$ cat src/logic/counter_array_regs.vh
// Register offsets, field positions and reset values of the counter array mode block
`ifndef COUNTER_ARRAY_REGS_VH
`define COUNTER_ARRAY_REGS_VH

// ==========================================================================
// Register byte offsets
`define CA_ADDR_W            8
`define CA_CFG_BASE          8'h00
`define CA_CMP_BASE          8'h18
`define CA_CAP_BASE          8'h30
`define CA_STATUS_OFF        8'h48
`define CA_CLEAR_OFF         8'h4C
`define CA_ENABLE_OFF        8'h50
`define CA_OVF_SET_OFF       8'h54
`define CA_CONTROL_OFF       8'h58
`define CA_BANK_SPAN         8'h18

// ==========================================================================
// Module function configuration fields
`define CA_FIE_BIT           7
`define CA_COMP_EN_BIT       6
`define CA_RISE_CAP_BIT      5
`define CA_FALL_CAP_BIT      4
`define CA_MATCH_BIT         3
`define CA_TOGGLE_BIT        2
`define CA_PWM_HI            1
`define CA_PWM_LO            0
`define CA_PWM_OFF           2'h0
`define CA_PWM_FIXED8        2'h1
`define CA_PWM_PROG8         2'h2
`define CA_PWM_WIDE          2'h3

// ==========================================================================
// Status, enable and control fields
`define CA_OVF0_BIT          3
`define CA_OVF1_BIT          7
`define CA_TEN_BIT_SEL_BIT   2

// ==========================================================================
// Reset values
`define CA_CFG_RESET         8'h00
`define CA_CMP_RESET         16'h0000
`define CA_STATUS_RESET      8'h00
`define CA_ENABLE_RESET      8'h00
`define CA_CONTROL_RESET     8'h00

`endif

$ cat src/logic/counter_array_module_modes.v
// Mode selection, capture/compare/PWM per module and interrupt merge for the counter array
// ==========================================================================
//
// Local design decisions: the address map and register access over APB.
`include "counter_array_regs.vh"
`default_nettype none

module counter_array_module_modes #(
    parameter NUM_MODULES = 6,
    parameter CNT_W       = 16
) (
    input  wire                   pclk,
    input  wire                   presetn,
    input  wire [`CA_ADDR_W-1:0]  paddr,
    input  wire                   psel,
    input  wire                   penable,
    input  wire                   pwrite,
    input  wire [31:0]            pwdata,
    output wire [31:0]            prdata,
    output wire                   pready,
    output wire                   pslverr,
    input  wire [CNT_W-1:0]       counter_value,
    input  wire [1:0]             counter_overflow,
    input  wire [NUM_MODULES-1:0] module_io_pin_in,
    output wire [NUM_MODULES-1:0] module_io_pin_out,
    output wire [NUM_MODULES-1:0] module_io_pin_oe_n,
    output wire                   irq
);

// ==========================================================================
// Register state
reg  [8*NUM_MODULES-1:0]     cfg_q;
reg  [CNT_W*NUM_MODULES-1:0] cmp_q;
wire [CNT_W*NUM_MODULES-1:0] cap_flat;
reg  [7:0]                   status_q;
reg  [7:0]                   status_d;
reg  [7:0]                   enable_q;
reg  [7:0]                   control_q;
reg  [31:0]                  rdata_q;
reg  [31:0]                  rdata_d;
reg                          err_q;
reg                          err_d;
reg                          irq_q;
wire [NUM_MODULES-1:0]       pin_s;
wire [NUM_MODULES-1:0]       chan_evt;
wire [7:0]                   evt_vec;
wire [7:0]                   gate_vec;
wire                         setup;
wire                         wr_acc;
wire [`CA_ADDR_W-1:0]        cfg_off;
wire [`CA_ADDR_W-1:0]        cmp_off;
wire [`CA_ADDR_W-1:0]        cap_off;
wire                         in_cfg;
wire                         in_cmp;
wire                         in_cap;
wire                         aligned;
wire [5:0]                   cfg_idx;
wire [5:0]                   cmp_idx;
wire [5:0]                   cap_idx;

// ==========================================================================
// Pin synchronisers
pin_sync #(
    .WIDTH    (NUM_MODULES)
) u_pin_sync (
    .pclk     (pclk),
    .presetn  (presetn),
    .async_in (module_io_pin_in),
    .sync_out (pin_s)
);

// ==========================================================================
// APB decode; the slave never stalls, so pready is tied high
assign pready  = 1'b1;
assign prdata  = rdata_q;
assign pslverr = err_q & psel & penable;
// Decoded once in the setup cycle, so the access phase never has to wait
assign setup   = psel & ~penable;
assign wr_acc  = psel & penable & pwrite & ~err_q;
assign aligned = (paddr[1:0] == 2'h0);
assign cfg_off = paddr - `CA_CFG_BASE;
assign cmp_off = paddr - `CA_CMP_BASE;
assign cap_off = paddr - `CA_CAP_BASE;
assign in_cfg  = aligned && (paddr >= `CA_CFG_BASE) && (paddr < `CA_CFG_BASE + `CA_BANK_SPAN);
assign in_cmp  = aligned && (paddr >= `CA_CMP_BASE) && (paddr < `CA_CMP_BASE + `CA_BANK_SPAN);
assign in_cap  = aligned && (paddr >= `CA_CAP_BASE) && (paddr < `CA_CAP_BASE + `CA_BANK_SPAN);
assign cfg_idx = cfg_off[7:2];
assign cmp_idx = cmp_off[7:2];
assign cap_idx = cap_off[7:2];

// Read data and error are latched in the setup cycle so the access phase sees a flop
always @* begin
    rdata_d = 32'h0000_0000;
    err_d   = 1'b0;
    if (!aligned) begin
        err_d = 1'b1;
    end else if (paddr == `CA_STATUS_OFF) begin
        rdata_d[7:0] = status_q;
    end else if (paddr == `CA_CLEAR_OFF) begin
        rdata_d = 32'h0000_0000;
    end else if (paddr == `CA_ENABLE_OFF) begin
        rdata_d[7:0] = enable_q;
    end else if (paddr == `CA_OVF_SET_OFF) begin
        rdata_d = 32'h0000_0000;
    end else if (paddr == `CA_CONTROL_OFF) begin
        rdata_d[7:0] = control_q;
    end else if (in_cfg) begin
        rdata_d[7:0] = cfg_q[cfg_idx*8 +: 8];
    end else if (in_cmp) begin
        rdata_d[CNT_W-1:0] = cmp_q[cmp_idx*CNT_W +: CNT_W];
    end else if (in_cap) begin
        rdata_d[CNT_W-1:0] = cap_flat[cap_idx*CNT_W +: CNT_W];
    end else begin
        err_d = 1'b1;
    end
end

always @(posedge pclk or negedge presetn) begin
    if (!presetn) begin
        rdata_q <= 32'h0000_0000;
        err_q   <= 1'b0;
    end else if (setup) begin
        rdata_q <= rdata_d;
        err_q   <= err_d;
    end
end

// ==========================================================================
// Writable registers
// Status and capture slots take no write, yet raise no error either
always @(posedge pclk or negedge presetn) begin
    if (!presetn) begin
        cfg_q     <= {NUM_MODULES{`CA_CFG_RESET}};
        cmp_q     <= {NUM_MODULES{`CA_CMP_RESET}};
        enable_q  <= `CA_ENABLE_RESET;
        control_q <= `CA_CONTROL_RESET;
    end else if (wr_acc) begin
        if (paddr == `CA_ENABLE_OFF) begin
            enable_q <= pwdata[7:0];
        end else if (paddr == `CA_CONTROL_OFF) begin
            control_q <= pwdata[7:0];
        end else if (in_cfg) begin
            cfg_q[cfg_idx*8 +: 8] <= pwdata[7:0];
        end else if (in_cmp) begin
            cmp_q[cmp_idx*CNT_W +: CNT_W] <= pwdata[CNT_W-1:0];
        end
    end
end

// ==========================================================================
// Sticky status: hardware or software set wins over a same-cycle clear
always @* begin
    status_d = status_q;
    if (wr_acc && (paddr == `CA_CLEAR_OFF)) begin
        status_d = status_q & ~pwdata[7:0];
    end
    status_d = status_d | evt_vec;
    if (wr_acc && (paddr == `CA_OVF_SET_OFF)) begin
        status_d[`CA_OVF0_BIT] = status_d[`CA_OVF0_BIT] | pwdata[`CA_OVF0_BIT];
        status_d[`CA_OVF1_BIT] = status_d[`CA_OVF1_BIT] | pwdata[`CA_OVF1_BIT];
    end
end

assign evt_vec[`CA_OVF0_BIT]  = counter_overflow[0];
assign evt_vec[`CA_OVF1_BIT]  = counter_overflow[1];
// Overflows pass no module gate; only the enable register masks them
assign gate_vec[`CA_OVF0_BIT] = 1'b1;
assign gate_vec[`CA_OVF1_BIT] = 1'b1;

always @(posedge pclk or negedge presetn) begin
    if (!presetn) begin
        status_q <= `CA_STATUS_RESET;
        irq_q    <= 1'b0;
    end else begin
        status_q <= status_d;
        irq_q    <= |(status_q & enable_q & gate_vec);
    end
end

// Registered: one cycle late, but glitch-free toward the processor
assign irq = irq_q;

// ==========================================================================
// Per-module capture, compare, toggle and PWM
genvar m;
generate
    for (m = 0; m < NUM_MODULES; m = m + 1) begin : g_mod
        // Status layout keeps overflow 0 between modules 2 and 3
        localparam integer SP = (m < 3) ? m : m + 1;
        wire [7:0]       cfg;
        wire [CNT_W-1:0] cmp;
        wire [1:0]       pwm_mode;
        wire             cap_mode;
        wire             rise;
        wire             fall;
        wire             cap_evt;
        wire             hit;
        wire             match_evt;
        wire             toggle_mode;
        wire             pwm_on;
        wire             pwm_wave;
        reg              pin_prev_q;
        reg              hit_prev_q;
        reg  [CNT_W-1:0] cap_q;
        reg              toggle_q;
        reg              out_q;
        reg              oe_n_q;

        assign cfg      = cfg_q[m*8 +: 8];
        assign cmp      = cmp_q[m*CNT_W +: CNT_W];
        assign pwm_mode = cfg[`CA_PWM_HI:`CA_PWM_LO];
        assign pwm_on   = cfg[`CA_COMP_EN_BIT] && (pwm_mode != `CA_PWM_OFF);

        // Capture needs the match, toggle and PWM bits all clear
        assign cap_mode = (cfg[`CA_MATCH_BIT:`CA_PWM_LO] == 4'h0);
        assign rise     = pin_s[m] & ~pin_prev_q;
        assign fall     = ~pin_s[m] & pin_prev_q;
        assign cap_evt  = cap_mode && ((cfg[`CA_RISE_CAP_BIT] && rise) ||
                                       (cfg[`CA_FALL_CAP_BIT] && fall));

        // The counter may hold a value for many pclk cycles, so only the first hit counts
        assign hit         = cfg[`CA_COMP_EN_BIT] && cfg[`CA_MATCH_BIT] &&
                             (pwm_mode == `CA_PWM_OFF) && (counter_value == cmp);
        assign match_evt   = hit & ~hit_prev_q;
        assign toggle_mode = cfg[`CA_COMP_EN_BIT] && cfg[`CA_MATCH_BIT] && cfg[`CA_TOGGLE_BIT] &&
                             (pwm_mode == `CA_PWM_OFF);

        // Capture and match never fire together: their mode bits exclude each other
        assign chan_evt[m] = cap_evt | match_evt;
        assign evt_vec[SP] = chan_evt[m];
        assign gate_vec[SP] = cfg[`CA_FIE_BIT];

        // Without the comparator the generator sees mode off and stays idle
        pwm_gen #(
            .CNT_W          (CNT_W)
        ) u_pwm (
            .pclk           (pclk),
            .presetn        (presetn),
            .mode           (cfg[`CA_COMP_EN_BIT] ? pwm_mode : `CA_PWM_OFF),
            .ten_bit_select (control_q[`CA_TEN_BIT_SEL_BIT]),
            .counter_value  (counter_value),
            .compare_value  (cmp),
            .pwm_out        (pwm_wave)
        );

        always @(posedge pclk or negedge presetn) begin
            if (!presetn) begin
                // Resets low, the level an idle pin shows, so no false edge follows reset
                pin_prev_q <= 1'b0;
                hit_prev_q <= 1'b0;
                cap_q      <= {CNT_W{1'b0}};
                toggle_q   <= 1'b0;
                out_q      <= 1'b0;
                oe_n_q     <= 1'b1;
            end else begin
                pin_prev_q <= pin_s[m];
                hit_prev_q <= hit;
                if (cap_evt) begin
                    cap_q <= counter_value;
                end
                // Toggle state survives a mode change and resumes from its last level
                if (toggle_mode && match_evt) begin
                    toggle_q <= ~toggle_q;
                end
                if (pwm_on) begin
                    out_q  <= pwm_wave;
                    oe_n_q <= 1'b0;
                end else if (toggle_mode) begin
                    out_q  <= toggle_q;
                    oe_n_q <= 1'b0;
                end else begin
                    out_q  <= 1'b0;
                    oe_n_q <= 1'b1;
                end
            end
        end

        assign cap_flat[m*CNT_W +: CNT_W] = cap_q;
        assign module_io_pin_out[m]       = out_q;
        assign module_io_pin_oe_n[m]      = oe_n_q;
    end
endgenerate

endmodule
`default_nettype wire

$ cat src/logic/pin_sync.v
// Two-flop synchroniser for the module pin inputs
`default_nettype none

module pin_sync #(
    parameter WIDTH = 6
) (
    input  wire             pclk,
    input  wire             presetn,
    input  wire [WIDTH-1:0] async_in,
    output wire [WIDTH-1:0] sync_out
);

// ==========================================================================
// Stage one is read by stage two only
reg [WIDTH-1:0] meta_q;
reg [WIDTH-1:0] sync_q;

always @(posedge pclk or negedge presetn) begin
    if (!presetn) begin
        meta_q <= {WIDTH{1'b0}};
        sync_q <= {WIDTH{1'b0}};
    end else begin
        meta_q <= async_in;
        sync_q <= meta_q;
    end
end

assign sync_out = sync_q;

endmodule
`default_nettype wire

$ cat src/logic/pwm_gen.v
// PWM waveform generator for one module
`include "counter_array_regs.vh"
`default_nettype none

module pwm_gen #(
    parameter CNT_W = 16
) (
    input  wire             pclk,
    input  wire             presetn,
    input  wire [1:0]       mode,
    input  wire             ten_bit_select,
    input  wire [CNT_W-1:0] counter_value,
    input  wire [CNT_W-1:0] compare_value,
    output wire             pwm_out
);

// ==========================================================================
// Private period counter for the programmable 8-bit mode
reg [7:0] prog_cnt_q;
reg       cnt_lsb_q;
reg       pwm_q;
reg       pwm_d;
wire      tick;

// Advances once per shared counter step, so the period tracks the counter clock
assign tick = counter_value[0] ^ cnt_lsb_q;

always @(posedge pclk or negedge presetn) begin
    if (!presetn) begin
        prog_cnt_q <= 8'h00;
        cnt_lsb_q  <= 1'b0;
    end else begin
        cnt_lsb_q <= counter_value[0];
        if (mode != `CA_PWM_PROG8) begin
            prog_cnt_q <= 8'h00;
        end else if (tick) begin
            if (prog_cnt_q >= compare_value[15:8]) begin
                prog_cnt_q <= 8'h00;
            end else begin
                prog_cnt_q <= prog_cnt_q + 8'h01;
            end
        end
    end
end

// ==========================================================================
// Duty comparison per resolution
always @* begin
    case (mode)
        `CA_PWM_FIXED8: pwm_d = counter_value[7:0] < compare_value[7:0];
        `CA_PWM_PROG8:  pwm_d = prog_cnt_q < compare_value[7:0];
        `CA_PWM_WIDE: begin
            if (ten_bit_select) begin
                pwm_d = counter_value[9:0] < compare_value[9:0];
            end else begin
                pwm_d = counter_value < compare_value;
            end
        end
        default:        pwm_d = 1'b0;
    endcase
end

always @(posedge pclk or negedge presetn) begin
    if (!presetn) begin
        pwm_q <= 1'b0;
    end else begin
        pwm_q <= pwm_d;
    end
end

assign pwm_out = pwm_q;

endmodule
`default_nettype wire

$ cat config.mk
export PLATFORM = sky130hd
export DESIGN_NAME = counter_array_module_modes
export DESIGN_NICKNAME = d
export VERILOG_FILES = /design/src/logic/counter_array_module_modes.v /design/src/logic/pin_sync.v /design/src/logic/pwm_gen.v
export VERILOG_INCLUDE_DIRS = /design/src /design/src/logic
export SDC_FILE = /design/constraint.sdc
export NUM_CORES = 1
export LEC_CHECK = 0
export BUFFER_PORTS_ARGS = -buffer_cell sky130_fd_sc_hd__buf_2
export CORE_MARGIN = 1.5
export CORE_UTILIZATION = 40
export CTS_CLUSTER_DIAMETER = 150
export DETAILED_ROUTE_END_ITERATION = 7
export GPL_TIMING_DRIVEN = 0
export HOLD_SLACK_MARGIN = 0.02
export SLEW_MARGIN = 0
export SYNTH_ARGS = -nofsm -noshare
export SYNTH_HDL_FRONTEND = slang
export SYNTH_HIERARCHICAL = 1
export SYNTH_SLANG_ARGS = --single-unit
$ cat constraint.sdc
create_clock -name pclk -period 2.7 [get_ports pclk]
set_input_delay 0.405 -clock pclk [delete_from_list [all_inputs] [get_ports pclk]]
set_output_delay 0.405 -clock pclk [all_outputs]
set_load 0.05 [all_outputs]
## Word level (Yosys, flattened, before mapping)

Index checks and enable logic that the tools add are counted.

- Bits in registers: 395
- Input port bits: 69
- Output and inout port bits: 47
- Logic and storage cells: 405

- Add/subtract/negate cells: 10
- $lt $le $gt $ge: 36
- Equality and inequality tests: 35
- Shifts and indexed selects: 7
- Multiplexer cells: 87
- Bitwise operators: 67
- Reduce and logical (&&, ||, !) cells: 104

Operator list:

| operator | count |
|---|---|
| $mux W8 | 26 |
| $shiftx A96 B11 Y16 | 2 |
| $bwmux W96 | 1 |
| $eq A16 B16 Y1 | 6 |
| $lt A16 B16 Y1 | 6 |
| $lt A8 B8 Y1 | 12 |
| $shift A16 B34 Y96 const A | 1 |
| $shiftx A16 B34 Y96 | 1 |
| $logic_and A1 B1 Y1 | 68 |
| $mux W32 | 2 |
| $lt A10 B10 Y1 | 6 |
| $add A8 B1 Y8 const B | 6 |
| $bwmux W48 | 1 |
| $ge A8 B8 Y1 | 6 |
| $mux W16 | 3 |
| $shift A8 B34 Y48 const A | 1 |
| $shiftx A48 B10 Y8 | 1 |
| $shiftx A8 B34 Y48 | 1 |
| $mux W1 | 41 |
| $eq A8 B7 Y1 const B | 5 |
| $neg A10 Y34 | 1 |
| $neg A9 Y34 | 1 |
| $not A1 Y1 | 29 |
| $and A1 B1 Y1 | 24 |
| other kinds (28) | 95 |

## Depth between registers and ports, before layout

Gate-level depths: netlist of run 1.

- Depth after elaboration: 12
- Gate-level depth with buffers: 14
- Depth with buffers taken out: 10

## Cells and area by module

Netlist of run 1, hierarchy kept.

Modules (own cells, without submodules):

| module | instances | cells each | area an instance (um2) | seq. area each (um2) |
|---|---|---|---|---|
| counter_array_module_modes | 1 | 1408 | 16843.7 | 7815.0 |
| pwm_gen (g_mod[0].u_pwm ...) | 5 | 144 | 1217.4 | 250.2 |
| pwm_gen (g_mod[5].u_pwm) | 1 | 150 | 1244.9 | 250.2 |
| pin_sync | 1 | 12 | 300.3 | 300.3 |

## Worst setup path after synthesis of run 1

Ideal clock, no wire load.

- Path type: in2reg
- From: in paddr[3]
- To: reg cmp_q[85]
- Library setup time: 0.125 ns
- Arrival time: 3.805 ns
- Required time: 2.575 ns
- Path slack: -1.230 ns
- Cell stages on the path: 11
- Buffers on the path: 4
- Cell sequence: clkbuf_1 -> buf_2 -> clkbuf_1 -> clkinv_1 -> ha_1 -> nor2b_1 -> mux2i_1 -> a221o_1 -> a2111oi_4 -> buf_6 -> mux2_4

- Word-level cells in the longest chain between the ends: 5
- Elaborated cells between the ends (all ways): 19
- Classes of those cells: 2 x add/sub; 4 x order compare; 2 x eq/ne; 2 x shift; 1 x mux; 3 x bitwise; 5 x reduce/logical

Ends and longest elaborated chain:

| what | line | source |
|---|---|---|
| from (decl) | counter_array_module_modes.v:14 | `` input wire [`CA_ADDR_W-1:0] paddr, `` |
| branches (longest 5 deep; another with $neg A10 Y34) | - |  |
| to (signal assigned) | counter_array_module_modes.v:134 | `` cmp_q <= {NUM_MODULES{`CA_CMP_RESET}}; `` |
| to (signal, indexed assignment) | counter_array_module_modes.v:145 | `cmp_q[cmp_idx*CNT_W +: CNT_W] <= pwdata[CNT_W-1:0];` |
| to (decl) | counter_array_module_modes.v:33 | `reg [CNT_W*NUM_MODULES-1:0] cmp_q;` |

Several ways; the timed one is not identified.
A chain may end at the register's enable or synchronous reset.

## Worst setup path after layout of run 1

- From: in counter_value[1]
- To: reg g_mod[5].toggle_q

- Word-level cells in the longest chain between the ends: 4

Ends and longest elaborated chain:

| what | line | source |
|---|---|---|
| from (decl) | counter_array_module_modes.v:22 | `input wire [CNT_W-1:0] counter_value,` |
| $eq A16 B16 Y1 | counter_array_module_modes.v:223 | `` (pwm_mode == `CA_PWM_OFF) && (counter_value == cmp); `` |
| $logic_and A1 B1 Y1 | counter_array_module_modes.v:222 | `` assign hit = cfg[`CA_COMP_EN_BIT] && cfg[`CA_MATCH_BIT] && `` |
| $and A1 B1 Y1 | counter_array_module_modes.v:224 | `assign match_evt = hit & ~hit_prev_q;` |
| $logic_and A1 B1 Y1 | counter_array_module_modes.v:262 | `if (toggle_mode && match_evt) begin` |
| to (signal assigned) | counter_array_module_modes.v:263 | `toggle_q <= ~toggle_q;` |
| to (decl) | counter_array_module_modes.v:205 | `reg toggle_q;` |

Every way passes these cells.

==> impl_metrics.csv, run 1 <==
group,metric,value,unit
synth,synthArstFlopShare,100,%
floorplan,die_h,250,um
global_routing,grt_pass1_vias,19419,
floorplan,core,60500,um^2
sta,max-slew-margin-rel,25.4,%
drt,wire_per_inst,25.0,um
clock_network,cts_inserted_buffers,45,
drt,final_antenna_net_count,0,
clock_network,cts-root-buf,"clkbuf_16",
clock_network,cts.htree.levels,2,
sta,worst_slew_pin_slew,1120,ps
sta,final_hold_viol_count,0,
hold_path,min_path_type,"primary input to register",
setup_path,cp-end-kind,"register",
sta,period_minus_slack,2670,ps
synth,synth_cells,2290,
drt,viasPerCell,5.91,
drt,routed_wirelength,82200,um
clock_network,clock_sinks,384,
place,hpwl,61800,um
synth,syn_area,24500,um^2
synth,ys.flop_type,"dfrtp_1",
drt,remaining_drc_errors,0,
clock_network,clkLatencyLatePin,600,ps
setup_path,crit_fanout,10,
power_and_ir_drop,ir_drop,405,uV
global_routing,grt_pass1_wl,124000,um
sta,slew_viol_final,0,
cells_and_area,diodes,0,
power_and_ir_drop,power_per_cell_area,479,nW/um^2
setup_path,worst_setup_path_start_kind,"primary input",
drt,drtIter0Drc,1543,
drt,vias,19388,
cells_and_area,utilization,47.0,%
setup_path,required,3160,ps
synth,ys_seq_area_share,39.3,%
synth,ys_seq_elements,384,
sta,fin_worst_skew,14.6,ps
floorplan,io_pins,116,
synth,syn_avg_cell_area,10.7,um^2
clock_network,clockBufferDepth,3,
global_routing,track_usage,26.3,%
floorplan,die_x,250,um
cells_and_area,final_cell_mix,"378 x dfrtp_1, 214 x mux2_2, 197 x ha_1",
global_routing,grt_overflow_total,0,
sta,layout_setup_ws,28.7,ps
floorplan,dieArea,62700,um^2
sta,max_freq,374,MHz
cells_and_area,fillCellCount,5480,
drt,first_pass_iters,6,
place,io_buffers,79,
floorplan,start_util,40.5,%
power_and_ir_drop,p_total,13.6,mW
flow_run,drv_cap,0,
clock_network,clkTransAtPathRegs,60,ps
place,gp_congestion,0.963,
cells_and_area,nNetsFinal,2733,
place,place_area,26300,um^2
cells_and_area,area_growth,16.2,%
global_routing,grt_max_degree,119,
global_routing,antenna_found_initial,0,
setup_path,critPathArrivalTime,3130,ps
sta,fin_crit_sh,98.9,%
sta,finalSetupTns,0,ps
synth,synth_edf_count,0,
synth,yosys_warnings,6,
cells_and_area,design_area,28400,um^2
cells_and_area,final_common_cell,"dfrtp_1",
setup_path,path_class,"primary input to register",
power_and_ir_drop,power.leakage,13.2,nW
status,run_status,"completed",
place,place_ws,-1350,ps
clock_network,cts_tree,"built",
floorplan,num_rows,90,
sta,setup_viol_count_final,0,
setup_path,r2r_setup_slack,70,ps
synth,synth_cell_types,81,
cells_and_area,drive_gt1_share,24.6,%
[final cells by class]
cell class / instances / area, um^2 / area share, %
inverters: 143 / 552 / 1.94
clock inverters: 22 / 284 / 0.998
plain buffers: 110 / 747 / 2.63
well taps: 782 / 978 / 3.44
clock buffers: 61 / 1280 / 4.49
multi-input cells: 1664 / 14200 / 49.7
flip-flops and latches: 384 / 9620 / 33.8
repair buffers: 116 / 842 / 2.96
[cell families after synthesis]
kind of cell    synth area share, %
fa+ha+maj                      10.2
mux                            16.9
flops                          39.3
simple gates                   12.1
buf+inv                        4.70
compound gates                 12.0
other cells                  0.0307
xor+xnor                       4.72
[synthesized netlist by cell type (all sizes together), types with 7 or more instances]
library cell / n / area share (%)
or3: 10 / 0.26
a32o: 12 / 0.49
nor3: 22 / 0.51
nand3: 55 / 1.1
inv: 142 / 2.2
a211o: 20 / 0.72
a22o: 9 / 0.32
a21boi: 17 / 0.52
a211oi: 17 / 0.52
a2bb2oi: 8 / 0.29
a311oi: 14 / 0.88
clkbuf: 42 / 0.65
nand2: 140 / 2.2
xor2: 49 / 1.8
mux2i: 65 / 2.7
a22oi: 8 / 0.25
buf: 72 / 1.9
or2: 8 / 0.20
dfrtp: 378 / 39
o211ai: 21 / 0.64
o22ai: 18 / 0.46
nand2b: 19 / 0.52
a31oi: 56 / 1.4
a21oi: 112 / 2.4
or4: 17 / 0.55
nor2b: 24 / 0.61
ha: 200 / 10
nand4: 24 / 0.61
o21ai: 89 / 1.8
nor4: 17 / 0.64
xnor2: 83 / 3.0
mux2: 256 / 12
nand3b: 31 / 0.95
and3: 31 / 0.79
nor2: 73 / 1.1
a221oi: 8 / 0.29
mux4: 24 / 2.2
and2: 36 / 0.92
o221ai: 7 / 0.25
[stage by stage]
step	hold WS (ps)	std cells
final	92.0	3282
after global routing	97.2	3282
after CTS	73.4	3275
after detailed placement	337	3170
after global placement	339	3166
after floorplan	109	2305
[where the power goes]
part           switching, mW  internal, mW
sequential            0.0278          5.80
combinational          0.926         0.423
clock                   2.62          3.83
[flip-flops by register name, summed over array words and instances (netlist names)]
name                    count
g_mod.toggle_q              6
g_mod.out_q                 6
enable_q                    8
g_mod.cap_q                96
g_mod.oe_n_q                6
g_mod.u_pwm/cnt_lsb_q       6
prdata                     16
irq                         1
cmp_q                      96
u_pin_sync/sync_out         6
u_pin_sync/meta_q           6
g_mod.u_pwm/pwm_out         6
err_q                       1
g_mod.pin_prev_q            6
cfg_q                      48
g_mod.u_pwm/prog_cnt_q     48
g_mod.hit_prev_q            6
control_q                   8
status_q                    8
[worst paths after layout]
path,depth (start not counted),end,from
setup / recovery,7,g_mod[5].toggle_q$_DFFE_PN0P_,counter_value[1]
hold / removal,3,cmp_q[15]$_DFFE_PN0P_,pwdata[15]
hold reg to reg,0,u_pin_sync/sync_out[0]$_DFF_PN0_,u_pin_sync/meta_q[0]$_DFF_PN0_
max in group asynchronous,4,g_mod[0].u_pwm/prog_cnt_q[2]$_DFFE_PN0P_,presetn
setup reg to reg,4,g_mod[1].cap_q[11]$_DFFE_PN0P_,cfg_q[8]$_DFFE_PN0P_
min in group asynchronous,2,prdata[14]$_DFFE_PN0P_,presetn
[routing by layer]
layer / track usage (%) / vias up / routed length [um]
li1: - / 8684 / -
met1: 34.9 / 9791 / 35300
met2: 42.1 / 699 / 37900
met3: 4.19 / 214 / 4880
met4: 12.1 / 0 / 4160
met5: 0 / - / 0
[what timing repair did]
action                                 CTS  global route
pin swaps                                7             4
buffers inserted                        15             8
hold buffers                             9             0
endpoints found under the hold margin   74             0
setup endpoints to repair              208           103
gates cloned                             0             1
resized for setup                       41            18
[critical path, stage by stage]
cell and delay (ps):
buf_2 360, buf_1 760, xnor2_1 190, nand3_1 80, or4_1 640, nor4_1 560
xor2_1 120
(Power assumes the default switching activity.)
==> run 2: changes to the inputs <==
- CORE_ASPECT_RATIO: unset -> 0.5
- RECOVER_POWER: unset -> 100
==> run 2 against run 1 <==
Net effect:
- worst hold slack got worse by 39 ps
- critical endpoint is now cmp_q[41]$_DFFE_PN0P_
- sequential power about the same
- global-route usage down 0.13 points
- critical path type unchanged
- wire length is essentially flat
==> impl_metrics.csv, run 2 (same netlist as run 1, synthesis figures left out) <==
group,metric,value,unit
cells_and_area,multi_input_area,14000,um^2
power_and_ir_drop,ir_drop,425,uV
drt,vias,19499,
global_routing,antenna_found_initial,3,
status,run_status,"completed",
place,io_buffers,79,
drt,routed_wirelength,82200,um
cells_and_area,nNetsFinal,2727,
sta,fin_hold_ws,52.7,ps
drt,viasPerCell,5.90,
cells_and_area,reg_top3,"cmp_q (96), g_mod.cap_q (96)",
global_routing,grt_pass1_vias,18722,
global_routing,grt_max_degree,121,
cells_and_area,final_common_cell,"dfrtp_1",
floorplan,num_rows,63,
floorplan,io_pins,116,
setup_path,worst_setup_path_start_kind,"primary input",
cells_and_area,area_growth,15.0,%
drt,drtIter0Drc,1862,
place,gp_congestion,0.982,
power_and_ir_drop,p_sw,3.58,mW
cells_and_area,final_cell_mix,"378 x dfrtp_1, 214 x mux2_2, 196 x ha_1",
power_and_ir_drop,p_comb_share,10.3,%
power_and_ir_drop,p_int,9.78,mW
floorplan,die_h,178,um
cells_and_area,drive_gt1_share,22.9,%
clock_network,clkLatencyLatePin,580,ps
sta,max_freq,372,MHz
cells_and_area,layout.area.seq,9620,um^2
flow_run,drv_cap,0,
setup_path,critPathArrivalTime,3140,ps
floorplan,dieArea,62800,um^2
global_routing,grt_overflow_total,0,
cells_and_area,fillCellCount,5561,
sta,fin_worst_skew,26.7,ps
setup_path,required,3150,ps
place,dp.cells,3200,
drt,wire_per_inst,24.9,um
power_and_ir_drop,clock_power_share,46.1,%
power_and_ir_drop,swShare,26.8,%
drt,first_pass_iters,5,
sta,max-slew-margin-rel,12.6,%
power_and_ir_drop,power_per_cell_area,475,nW/um^2
hold_path,min_path_type,"primary input to register",
sta,fin_crit_sh,99.6,%
sta,worst_slew_pin_slew,1300,ps
drt,final_antenna_net_count,0,
clock_network,clockBufferDepth,3,
sta,setup_viol_count_final,0,
clock_network,clkTransAtPathRegs,60,ps
global_routing,track_usage,26.1,%
setup_path,path_class,"primary input to register",
floorplan,die_x,353,um
sta,slew_viol_final,0,
floorplan,start_util,40.9,%
place,hpwl,61000,um
setup_path,crit_fanout,12,
sta,period_minus_slack,2690,ps
floorplan,core,59800,um^2
power_and_ir_drop,p_total,13.4,mW
clock_network,cts-root-buf,"clkbuf_16",
clock_network,clock_sinks,384,
setup_path,cp-end-kind,"register",
clock_network,cts_tree,"built",
clock_network,cts.htree.levels,2,
power_and_ir_drop,power.leakage,13.0,nW
drt,remaining_drc_errors,0,
power_and_ir_drop,seq_power_share,43.6,%
cells_and_area,design_area,28100,um^2
global_routing,grt_pass1_wl,122000,um
place,place_area,26300,um^2
clock_network,cts_inserted_buffers,40,
sta,final_hold_viol_count,0,
cells_and_area,fin_cells,3304,
-- run 2: worst paths after layout --
kind | startpoint | endpoint | slack, ps | cells past startpoint
max | paddr[3] | cmp_q[41]$_DFFE_PN0P_ | 10 | 11
min | counter_overflow[0] | status_q[3]$_DFF_PN0_ | 50 | 3
max reg2reg | cfg_q[43]$_DFFE_PN0P_ | g_mod[5].toggle_q$_DFFE_PN0P_ | 70 | 5
min reg2reg | u_pin_sync/meta_q[5]$_DFF_PN0_ | u_pin_sync/sync_out[5]$_DFF_PN0_ | 350 | 0
max in group asynchronous | presetn | prdata[0]$_DFFE_PN0P_ | 490 | 4
min in group asynchronous | presetn | g_mod[4].u_pwm/cnt_lsb_q$_DFF_PN0_ | 440 | 2
-- run 2: final cells by class --
class | count | area share (%)
diodes | 3 | 0.0267
multi-input cells | 1664 | 49.7
repair buffers | 118 | 2.76
clock inverters | 22 | 1.10
well taps | 812 | 3.61
flip-flops and latches | 384 | 34.2
inverters | 143 | 1.98
clock buffers | 51 | 3.99
plain buffers | 107 | 2.67
-- run 2: worst max-delay path: stages --
cell,delay [ps]
buf_4,150
clkbuf_16,170
buf_12,100
clkbuf_16,160
clkinv_8,100
ha_1,370
nor2_1,490
nor4b_1,350
buf_4,210
clkbuf_4,250
mux2_2,360
-- run 2: repair_timing --
item	CTS	global route
resized for setup	46	23
hold buffers	7	0
setup buffers	21	7
pin swaps	8	3
setup endpoints to repair	226	106
hold endpoints to repair	95	0
-- run 2: metal layers --
metal	global-route usage, %	vias to the layer above	wire, um
met5	0	-	10
met4	8.26	2	2770
met3	4.57	177	6310
met2	39.8	789	35400
met1	37.7	9870	37700
li1	-	8661	-
-- run 2: power groups by stage --
stage                     clock network [mW]  logic [mW]  registers [mW]
after detailed placement                   0        1.31            5.93
after floorplan                            0       0.716            5.95
after global routing                    6.44        1.47            5.83
after global placement                     0        1.27            5.94
final                                   6.16        1.37            5.83
after CTS                               6.22        1.35            5.83
-- run 2: stage by stage --
stage / worst slack, ps / TNS [ps] / util [%]
3_5_place_dp: -1270 / -176480 / 44.0
4_1_cts: 6.34 / 0 / 47.2
2_1_floorplan: -228 / -9970 / -
3_3_place_gp: -6720 / -2717060 / 43.9
5_1_grt: -2.04 / -3.93 / 47.0
6_report: 12.1 / 0 / 47.0
